$ cat config.mk
export PLATFORM = sky130hd
export DESIGN_NAME = dtsb_top
export DESIGN_NICKNAME = d
export VERILOG_FILES = /design/src/dtsb_pkg.sv /design/src/dtsb_top.sv
export SDC_FILE = /design/constraint.sdc
export NUM_CORES = 1
export LEC_CHECK = 0
export ABC_AREA = 1
export BUFFER_PORTS_ARGS = -buffer_cell sky130_fd_sc_hd__buf_2
export CELL_PAD_IN_SITES_DETAIL_PLACEMENT = 1
export CELL_PAD_IN_SITES_GLOBAL_PLACEMENT = 1
export CORE_MARGIN = 1
export CORE_UTILIZATION = 43
export CTS_CLUSTER_SIZE = 12
export DETAILED_ROUTE_END_ITERATION = 6
export PLACE_DENSITY = 0.94
export SLEW_MARGIN = 20
export SYNTH_ARGS = -nofsm -noshare
export SYNTH_HDL_FRONTEND = slang
export SYNTH_SLANG_ARGS = --single-unit
$ cat constraint.sdc
create_clock -name CLK -period 6.4 [get_ports CLK]
set_clock_uncertainty 0.15 [all_clocks]
set_input_delay 1.28 -clock CLK [delete_from_list [all_inputs] [get_ports CLK]]
set_output_delay 1.28 -clock CLK [all_outputs]
set_load 0.005 [all_outputs]
$ cat src/dtsb_pkg.sv
package dtsb_pkg;

    // Trace status codes driven on the three trace status pins.
    typedef enum logic [2:0] {
        code_debug_run      = 3'h0,
        code_trace_trigger  = 3'h1,
        code_trace_at_stall = 3'h2,
        code_sequential     = 3'h3,
        code_exception      = 3'h4,
        code_jump_no_pc     = 3'h5,
        code_jump_with_pc   = 3'h6,
        code_stall          = 3'h7
    } dtsb_code_t;

    // Pipeline events reported by the core each cycle.
    typedef struct packed {
        logic debug_run;
        logic exception;
        logic jump_with_pc;
        logic jump_no_pc;
        logic trace_trigger;
        logic trace_at_stall;
        logic stall;
    } dtsb_pipe_t;

    // One bus transaction start: source, kind and block address.
    typedef struct packed {
        logic        from_cpu;
        logic        is_instr;
        logic [27:0] blk_addr;
    } dtsb_txn_t;

    // One data acknowledge: source and kind.
    typedef struct packed {
        logic from_cpu;
        logic is_instr;
    } dtsb_ack_t;

    // Boot sequencing states.
    typedef enum logic [2:0] {
        ST_COLD  = 3'h1,
        ST_LATCH = 3'h2,
        ST_RUN   = 3'h4
    } dtsb_state_t;

    // Register byte offsets.
    localparam logic [7:0] OFS_CTRL     = 8'h00;
    localparam logic [7:0] OFS_STATUS   = 8'h04;
    localparam logic [7:0] OFS_TCK_CNT  = 8'h08;

    // Control register fields and reset value.
    localparam int         CTRL_TRACE_EN_BIT = 0;
    localparam logic [0:0] CTRL_RESET        = 1'h1;

    // Status register field positions.
    localparam int STS_MODE_LSB  = 0;
    localparam int STS_SAT_BIT   = 8;
    localparam int STS_TMS_BIT   = 9;
    localparam int STS_RUN_BIT   = 10;
    localparam int STS_COUNT_LSB = 12;

    // Boot mode bit positions of the shared debug pins.
    localparam int MODE_IDN_BIT = 3;
    localparam int MODE_ACK_BIT = 4;
    localparam int MODE_ADS_BIT = 5;
    localparam int MODE_SRC_BIT = 6;

    // Boot source code in mode bits [2:0] that means PCI boot.
    localparam logic [2:0] BOOT_PCI_CODE = 3'h7;

    // Buffer depth and the entry count that means full.
    localparam int         BUF_DEPTH = 2;
    localparam logic [1:0] BUF_FULL  = 2'h2;

endpackage

$ cat src/dtsb_top.sv
`timescale 1ns/10ps
module dtsb_top (
    input  wire logic              CLK,
    input  wire logic              RESET,
    input  wire logic              PSEL,
    input  wire logic              PENABLE,
    input  wire logic              PWRITE,
    input  wire logic [7:0]        PADDR,
    input  wire logic [31:0]       PWDATA,
    output logic      [31:0]       PRDATA,
    output logic                   PREADY,
    output logic                   PSLVERR,
    input  wire dtsb_pkg::dtsb_pipe_t PIPE,
    input  wire logic              TXN_VALID,
    input  wire dtsb_pkg::dtsb_txn_t  TXN,
    output logic                   TXN_READY,
    input  wire logic              ACK_VALID,
    input  wire dtsb_pkg::dtsb_ack_t  ACK,
    input  wire logic              COLDRESET_N,
    input  wire logic              ADDR20_IN,
    input  wire logic [2:0]        PCST_IN,
    output logic      [2:0]        PCST_OUT,
    output logic                   PCST_OE_N,
    input  wire logic [3:0]        DBG_IN,
    output logic      [3:0]        DBG_OUT,
    output logic                   DBG_OE_N,
    output logic      [27:0]       MEM_BLK_ADDR,
    input  wire logic              TCK,
    input  wire logic              TMS,
    output logic                   TMS_SAMPLE,
    output logic                   TMS_STROBE,
    output logic                   PCI_SATELLITE,
    output logic                   EEPROM_LOAD
);
    import dtsb_pkg::*;

    // Synchronisers for every pin that arrives from outside the clock domain.
    logic [8:0]  pin_s1;
    logic [8:0]  pin_s2;
    logic [1:0]  tck_s1;
    logic [1:0]  tck_s2;
    logic        tck_prev;
    logic        cold_active;
    logic        tck_rise;

    always_ff @(posedge CLK)
    begin
        if (RESET)
        begin
            pin_s1 <= 9'h1FF;
            pin_s2 <= 9'h1FF;
        end
        else
        begin
            pin_s1 <= {COLDRESET_N, ADDR20_IN, DBG_IN, PCST_IN};
            pin_s2 <= pin_s1;
        end
    end

    // The test clock is sampled like data; its edges are found after two flops.
    always_ff @(posedge CLK)
    begin
        if (RESET)
        begin
            tck_s1   <= 2'h0;
            tck_s2   <= 2'h0;
            tck_prev <= 1'h0;
        end
        else
        begin
            tck_s1   <= {TMS, TCK};
            tck_s2   <= tck_s1;
            tck_prev <= tck_s2[0];
        end
    end

    assign cold_active = ~pin_s2[8];
    assign tck_rise    = tck_s2[0] & ~tck_prev;

    // Both inputs pass the same delay, so the select stays aligned to its edge.
    logic [15:0] tck_count;

    always_ff @(posedge CLK)
    begin
        if (RESET)
        begin
            TMS_SAMPLE <= 1'h1;
            TMS_STROBE <= 1'h0;
            tck_count  <= 16'h0000;
        end
        else
        begin
            TMS_STROBE <= tck_rise;
            if (tck_rise)
            begin
                TMS_SAMPLE <= tck_s2[1];
                tck_count  <= tck_count + 16'h0001;
            end
        end
    end

    // Boot sequencing: capture while cold reset is low, then start driving.
    dtsb_state_t state;
    logic [6:0]  mode_bits;
    logic        satellite;

    always_ff @(posedge CLK)
    begin
        if (RESET)
        begin
            state <= ST_COLD;
        end
        else
        begin
            unique case (state)
                ST_COLD:  state <= cold_active ? ST_COLD : ST_LATCH;
                ST_LATCH: state <= cold_active ? ST_COLD : ST_RUN;
                ST_RUN:   state <= cold_active ? ST_COLD : ST_RUN;
                default:  state <= ST_COLD;
            endcase
        end
    end

    // The last value seen before release stands, so a late-settling strap still counts.
    always_ff @(posedge CLK)
    begin
        if (RESET)
        begin
            mode_bits <= 7'h00;
            satellite <= 1'h0;
        end
        else if (state == ST_COLD && cold_active)
        begin
            mode_bits <= {pin_s2[6:3], pin_s2[2:0]};
            satellite <= pin_s2[7];
        end
    end

    // Role output and a one-cycle EEPROM load request when a satellite latches the PCI boot code.
    always_ff @(posedge CLK)
    begin
        if (RESET)
        begin
            PCI_SATELLITE <= 1'h0;
            EEPROM_LOAD   <= 1'h0;
        end
        else
        begin
            PCI_SATELLITE <= satellite;
            EEPROM_LOAD   <= (state == ST_LATCH) && satellite
                             && (mode_bits[2:0] == BOOT_PCI_CODE);
        end
    end

    // Register bus: the answer is prepared in the setup cycle.
    logic [0:0]  ctrl;
    logic        trace_en;
    logic        bus_setup;
    logic        bus_write;
    logic [1:0]  buf_count;
    logic [31:0] status_word;

    assign trace_en    = ctrl[CTRL_TRACE_EN_BIT];
    assign bus_setup   = PSEL & ~PENABLE;
    assign bus_write   = PSEL & PENABLE & PREADY & PWRITE;

    always_comb
    begin
        status_word = 32'h0000_0000;
        status_word[STS_MODE_LSB +: 7]  = mode_bits;
        status_word[STS_SAT_BIT]        = satellite;
        status_word[STS_TMS_BIT]        = TMS_SAMPLE;
        status_word[STS_RUN_BIT]        = (state == ST_RUN);
        status_word[STS_COUNT_LSB +: 2] = buf_count;
    end

    always_ff @(posedge CLK)
    begin
        if (RESET)
        begin
            PREADY  <= 1'h0;
            PSLVERR <= 1'h0;
            PRDATA  <= 32'h0000_0000;
        end
        else
        begin
            PREADY  <= bus_setup;
            PSLVERR <= 1'h0;
            PRDATA  <= 32'h0000_0000;
            if (bus_setup)
            begin
                unique case (PADDR)
                    OFS_CTRL:    PRDATA <= {31'h0000_0000, ctrl};
                    OFS_STATUS:  PRDATA <= status_word;
                    OFS_TCK_CNT: PRDATA <= {16'h0000, tck_count};
                    default:     PSLVERR <= 1'h1;
                endcase
            end
        end
    end

    // Only the control word is writable; status is read-only.
    always_ff @(posedge CLK)
    begin
        if (RESET)
        begin
            ctrl <= CTRL_RESET;
        end
        else if (bus_write && PADDR == OFS_CTRL)
        begin
            ctrl <= PWDATA[0:0];
        end
    end

    // Two-entry buffer for transaction starts; it drains only while pins drive.
    dtsb_txn_t   buf_mem [BUF_DEPTH];
    logic        wr_ptr;
    logic        rd_ptr;
    logic        in_fire;
    logic        out_fire;
    logic [1:0]  next_count;
    logic        driving;

    assign driving    = (state == ST_RUN) && !cold_active;
    assign in_fire    = TXN_VALID & TXN_READY;
    assign out_fire   = (buf_count != 2'h0) & driving & trace_en;
    assign next_count = buf_count + {1'h0, in_fire} - {1'h0, out_fire};

    always_ff @(posedge CLK)
    begin
        if (RESET)
        begin
            buf_count <= 2'h0;
            wr_ptr    <= 1'h0;
            rd_ptr    <= 1'h0;
            TXN_READY <= 1'h0;
        end
        else
        begin
            buf_count <= next_count;
            TXN_READY <= (next_count != BUF_FULL);
            if (in_fire)
            begin
                wr_ptr <= ~wr_ptr;
            end
            if (out_fire)
            begin
                rd_ptr <= ~rd_ptr;
            end
        end
    end

    // Storage has no reset; a word is only read after it was written.
    always_ff @(posedge CLK)
    begin
        if (in_fire)
        begin
            buf_mem[wr_ptr] <= TXN;
        end
    end

    // Trace status encoding, highest priority first.
    dtsb_code_t next_code;

    always_comb
    begin
        if (PIPE.debug_run)           next_code = code_debug_run;
        else if (PIPE.exception)      next_code = code_exception;
        else if (PIPE.jump_with_pc)   next_code = code_jump_with_pc;
        else if (PIPE.jump_no_pc)     next_code = code_jump_no_pc;
        else if (PIPE.trace_trigger)  next_code = code_trace_trigger;
        else if (PIPE.trace_at_stall) next_code = code_trace_at_stall;
        else if (PIPE.stall)          next_code = code_stall;
        else                          next_code = code_sequential;
    end

    // Pin drive: enables stay off until boot bits are safely held.
    always_ff @(posedge CLK)
    begin
        if (RESET)
        begin
            PCST_OE_N <= 1'h1;
            DBG_OE_N  <= 1'h1;
        end
        else
        begin
            PCST_OE_N <= ~(driving & trace_en);
            DBG_OE_N  <= ~(driving & trace_en);
        end
    end

    // Strobes are one cycle long; a start outranks an acknowledge for the flags.
    dtsb_txn_t head;
    logic      ack_fire;

    assign head     = buf_mem[rd_ptr];
    assign ack_fire = ACK_VALID & driving & trace_en;

    always_ff @(posedge CLK)
    begin
        if (RESET)
        begin
            PCST_OUT     <= code_sequential;
            DBG_OUT      <= 4'hF;
            MEM_BLK_ADDR <= 28'h000_0000;
        end
        else
        begin
            PCST_OUT <= next_code;
            DBG_OUT  <= 4'hF;
            DBG_OUT[MODE_ADS_BIT - 3] <= ~out_fire;
            DBG_OUT[MODE_ACK_BIT - 3] <= ~ack_fire;
            if (out_fire)
            begin
                MEM_BLK_ADDR <= head.blk_addr;
                DBG_OUT[MODE_SRC_BIT - 3] <= head.from_cpu;
                DBG_OUT[MODE_IDN_BIT - 3] <= head.is_instr;
            end
            else if (ack_fire)
            begin
                DBG_OUT[MODE_SRC_BIT - 3] <= ACK.from_cpu;
                DBG_OUT[MODE_IDN_BIT - 3] <= ACK.is_instr;
            end
        end
    end

endmodule

* Yosys cells after proc, flatten, opt, wreduce, memory -nomap -nowiden
Memory sizes are Yosys's and may differ from the RTL's. A register that Yosys moved wholly into a read port is not among the register bits.
Index checks and enable logic that the tools add are counted.
** Cells by class
- Add/sub/neg operators :: 3
- Multiply operators :: 0
- Div/mod/pow operators :: 0
- Order comparisons :: 0
- Eq/ne operators :: 7
- Shifts and indexed selects :: 0
- Multiplexer cells :: 20
- Bitwise logic cells :: 20
- Reductions and logical operators :: 11
** Operators with widths (number)
- 16-bit one-hot mux with 3 select lines :: 1
- 3-bit 2-to-1 mux :: 7
- 16-bit by 1-bit adder with 16-bit output, second input constant :: 1
- 1-bit AND :: 11
- 1-bit 2-to-1 mux :: 9
- 1-bit inverter :: 9
- 8-bit by 3-bit equality test with 1-bit output, second input constant :: 1
- 8-bit by 4-bit equality test with 1-bit output, second input constant :: 1
- 8-bit logical NOT :: 1
- 3-bit equality test, second input constant :: 2
- 3-bit one-hot mux with 2 select lines :: 1
- 2-bit OR reduction :: 3
- 1-bit logical AND :: 5
- 2-bit 2-to-1 mux :: 2
- 3-bit by 1-bit equality test with 1-bit output, second input constant :: 1
- 3-bit by 2-bit equality test with 1-bit output, second input constant :: 1
- 3-bit OR reduction :: 1
- 2-bit by 1-bit adder with 2-bit output :: 1
- 2-bit != test, second input constant :: 1
- 2-bit nonzero test :: 1
- 2-bit by 1-bit subtractor with 2-bit output :: 1
** Word-level totals
- Register bits after elaboration :: 130
- Bits in latches :: 0
- Memory bits (writable) :: 60
- Bits in read-only memories :: 0
- Bits of input ports :: 97
- Output and inout port bits :: 76
- Logic and storage cells :: 88
- Memories kept :: 1
** Memories
- buf_mem :: depth 2, bits a word 30, rd ports 1, clocked after Yosys merged registers in 1, write ports 1, line dtsb_top.sv:216 : dtsb_txn_t buf_mem [BUF_DEPTH];

* Longest topological paths before layout
- Word-level depth :: 7
- Depth in mapped cells :: 12

* Least setup slack after synthesis
No wires, ideal clock.
- Path kind :: input -> register
- From :: input TXN_VALID
- To :: memory buf_mem[1][0] (netlist name), enable pin
- Setup time :: 418 ps
- Data arrival time :: 2677 ps
- Data required time :: 5832 ps
- Setup slack :: 3154 ps
- Stages :: 2
- Buffers on the path :: 0
- Cells stage by stage :: nand2_1 > nor2_1
** On the way
- Longest elaborated chain between the ends :: 3
** RTL lines
- from (decl) :: line dtsb_top.sv:14 : input wire logic TXN_VALID,
- 1-bit AND :: line dtsb_top.sv:225 : assign in_fire = TXN_VALID & TXN_READY;
- 1-bit 2-to-1 mux :: line dtsb_top.sv:256 : if (in_fire)
- 1-bit 2-to-1 mux (not written as such) :: line dtsb_top.sv:258 : buf_mem[wr_ptr] <= TXN;
- to (decl) :: line dtsb_top.sv:216
No other way between the ends.

* Worst setup path in the final report
- From :: input PADDR[7]
- To :: register PRDATA[2]
** On the way
- Longest elaborated chain between the ends :: 2
** RTL lines
- from (decl) :: line dtsb_top.sv:8 : input wire logic [7:0] PADDR,
- 8-bit by 4-bit equality test with 1-bit output, or another cell as far along :: line dtsb_top.sv:192 : unique case (PADDR)
- 16-bit one-hot mux with 3 select lines * :: line dtsb_top.sv:192
- to (signal assigned) :: line dtsb_top.sv:193 : OFS_CTRL: PRDATA <= {31'h0000_0000, ctrl};
- to (signal assigned) :: line dtsb_top.sv:194 : OFS_STATUS: PRDATA <= status_word;
- to (signal assigned) :: line dtsb_top.sv:195 : OFS_TCK_CNT: PRDATA <= {16'h0000, tck_count};
- to (decl) :: line dtsb_top.sv:10 : output logic [31:0] PRDATA,
Mark *: on every way between the ends. The rest lies on a longest branch, timed or not.
A chain may end at the register's enable or synchronous reset.

==> metrics <==
status finished with violations; failing checks design-rule violations; mux cell area share after synthesis 0.0431; post-synthesis share of cell area spent on xor and xnor gates 0.00269; Critical Path Start Type input port; vias in the first global route 4,867; R2R depth 11; Slowest Stage Delay on Critical Path 0.66 ns; Die W 125 µm; Worst-path clk slew 0.07 ns; post-CTS sizing 0; Die H 125 µm; CP max-delay cell nor2_1; main flop type after synthesis dfxtp_1; sequential-to-total area share from yosys stat 0.631; simple logic cell fraction of the synthesized area 0.172; setup ws final 3.39 ns; DP HPWL 10,900 µm; Worst Setup End Kind register; Worst slew margin 0.338; Mean Syn Cell Area 10.7 µm²; Final Hold Vio Count 0; top post-synthesis cells by area dfxtp_1 (35%), edfxtp_1 (28%), nand3_1 (4.6%); period utilization 0.470; Hold Path Stages 1; Yosys top cell by area dfxtp_1; total CTS buffers 17; post-synthesis adder-cell area fraction 0.00385; Pwr Total 2.37 mW; max cap viols 0; port bufs 125; Initial DRC Count 238; Yosys reg bits 175; critical path, cell by cell buf_2, nor2_1, nand2_1, nor2_1, nand2_1, nand2_1, nand2_1, a21oi_1; met1 usage in global routing 0.246; Mapped Cells 609; first-pass GRT wire length 25,400 µm; htree depth 4; met2 usage 0.372; Max Fclk 0.332 GHz; post-place instance area 7190 µm²; Vias/cell 5.05; Post-DRT Antenna Nets 0; Final #Nets 831; Fin Setup TNS 0 ns; Hold Path Class register to register; max-slew violations 0; Clk Latency, worst-skew pair 0.44 ns; largest family of logic cells by synthesized area simple AND/OR/NAND/NOR gates; CTS tree done; Post-Route WL 16,000 µm; GPL Wtd Cong 0.845; drt wl/cell 17.2 µm; Die Area 15,600 µm²; vias 4,703; CP most frequent cell nand2_1; share of post-route cells with drive strength above 1 0.310; CTS Sinks 175; grt peak-use layer met2; Tot GR Track Use 0.213; area share of the largest cell type after synthesis 0.354; count leader, synth dfxtp_1; WS Path Type input port to register; static leakage 3.14 nW; root buf cell clkbuf_16; number of fillers in the final layout 1,651; Post-synth ARST share 0; Final Critical Period 3.01 ns; deepest clock path buffer count 2; Worst EP required 6.59 ns; post-synthesis compound-gate area fraction 0.0778; GR Layer Usage met3 0.0513; Finished Cell Area 7770 µm²; Rows 44; Post-CTS Setup Repair Bufs 0; area delta synth->final 19.6%; top cells by count, synth dfxtp_1 (115), nor2_1 (61), edfxtp_1 (60), nand2_1 (60), nand3_1 (60); crit path max fanout 12; Final setup viols 0; mapped cell area 6500 µm²; largest net degree at the start of global routing 54; DR DRC count 40; Initial Util 0.444; Core Area 14,600 µm²; Post-synth EDFFs 60; R2R Setup Slk 4.50 ns; Worst Path Arrival 3.20 ns; DR pass1 iterations 6; synth unique cells 37; CTS Hold Bufs 0; pwr dens 304 nW/µm²; Final Util 0.531; total gr overflow 0; initial antenna violation count 2; Slew @ Worst Pin 0.994 ns; I/O pin cnt 173; worst-case vdd ir drop 0.000199 V; dpl ws 3.00 ns; RSZ-0062 raised after global routing no; Synthesis Warnings 0
==> sequential cells by signal, summed over array words and instances, names as in the netlist, 2 cells and up, named ones only <==
name	count
tck_count	16
mode_bits	7
PRDATA	16
pin_s2	9
pin_s1	9
DBG_OUT	4
tck_s2	2
tck_s1	2
state	3
MEM_BLK_ADDR	28
PCST_OUT	3
buf_count	2
buf_mem	60
==> final timing paths <==
path	start	end
worst max-delay path	PADDR[7]	PRDATA[2]
worst min-delay path	pin_s1[1]	pin_s2[1]
worst max register to register	state[0]	TXN_READY
worst min register to register	pin_s1[1]	pin_s2[1]
==> critical path, delay by kind of cell <==
family                 cells  cell delay, ns
buffers and inverters      1            0.09
AO/OA/AOI/OAI              1            0.31
AND/OR/NAND/NOR            6            1.51
==> stage by stage <==
step	instances	hold WS, ns
final	931	0.262
after global routing	930	0.283
after CTS	929	0.266
after detailed placement	897	0.250
after global placement	897	0.243
after floorplan	624	0.238
==> placed cells by master, fill, tap and decap left out, drive strengths merged <==
| cell type | n |
|---|---|
| nand3 | 60 |
| dfxtp | 115 |
| o211ai | 1 |
| xor2 | 2 |
| nand4 | 4 |
| conb | 16 |
| a31oi | 1 |
| a21oi | 24 |
| nand3b | 3 |
| nand2 | 64 |
| o21a | 1 |
| buf | 130 |
| bufinv | 1 |
| a311oi | 1 |
| ha | 2 |
| nor2 | 70 |
| clkinvlp | 2 |
| edfxtp | 60 |
| clkinv | 5 |
| or2 | 19 |
| mux2i | 28 |
| clkbuf | 17 |
| o31ai | 1 |
| nor3 | 12 |
| o22ai | 2 |
| inv | 55 |
| diode | 2 |
| o21ai | 46 |
| nor3b | 3 |
==> cell families after synthesis <==
family	Yosys count
compound gates	77
xor+xnor	2
fa+ha+maj	2
buf+inv	89
flops	175
mux	28
other cells	1
simple gates	235
==> layout make-up <==
| type | instances | area (µm²) | share of cell area |
|---|---|---|---|
| Sequential cell | 175 | 4110 | 0.528 |
| Multi-Input combinational cell | 360 | 2010 | 0.259 |
| Timing Repair Buffer | 130 | 663 | 0.0853 |
| Clock buffer | 17 | 425 | 0.0547 |
| Tap cell | 184 | 230 | 0.0296 |
| Inverter | 48 | 180 | 0.0232 |
| Clock inverter | 15 | 150 | 0.0193 |
| Antenna cell | 2 | 5.00 | 0.000644 |
==> power breakdown <==
part / switching, mW / total, mW / internal [mW]
registers: 0.0265 / 1.22 / 1.20
logic: 0.0818 / 0.131 / 0.0490
clock network: 0.463 / 1.01 / 0.548
total: 0.571 / 2.37 / 1.79
==> layer usage <==
metal	routed length, µm	share of wire	up-vias
met1	6570	0.41	2290
li1	-	-	2257
met3	683	0.043	30
met2	8340	0.52	126
met4	430	0.027	0
met5	0	0	-
Note: power is estimated with default switching activity, not from simulation.
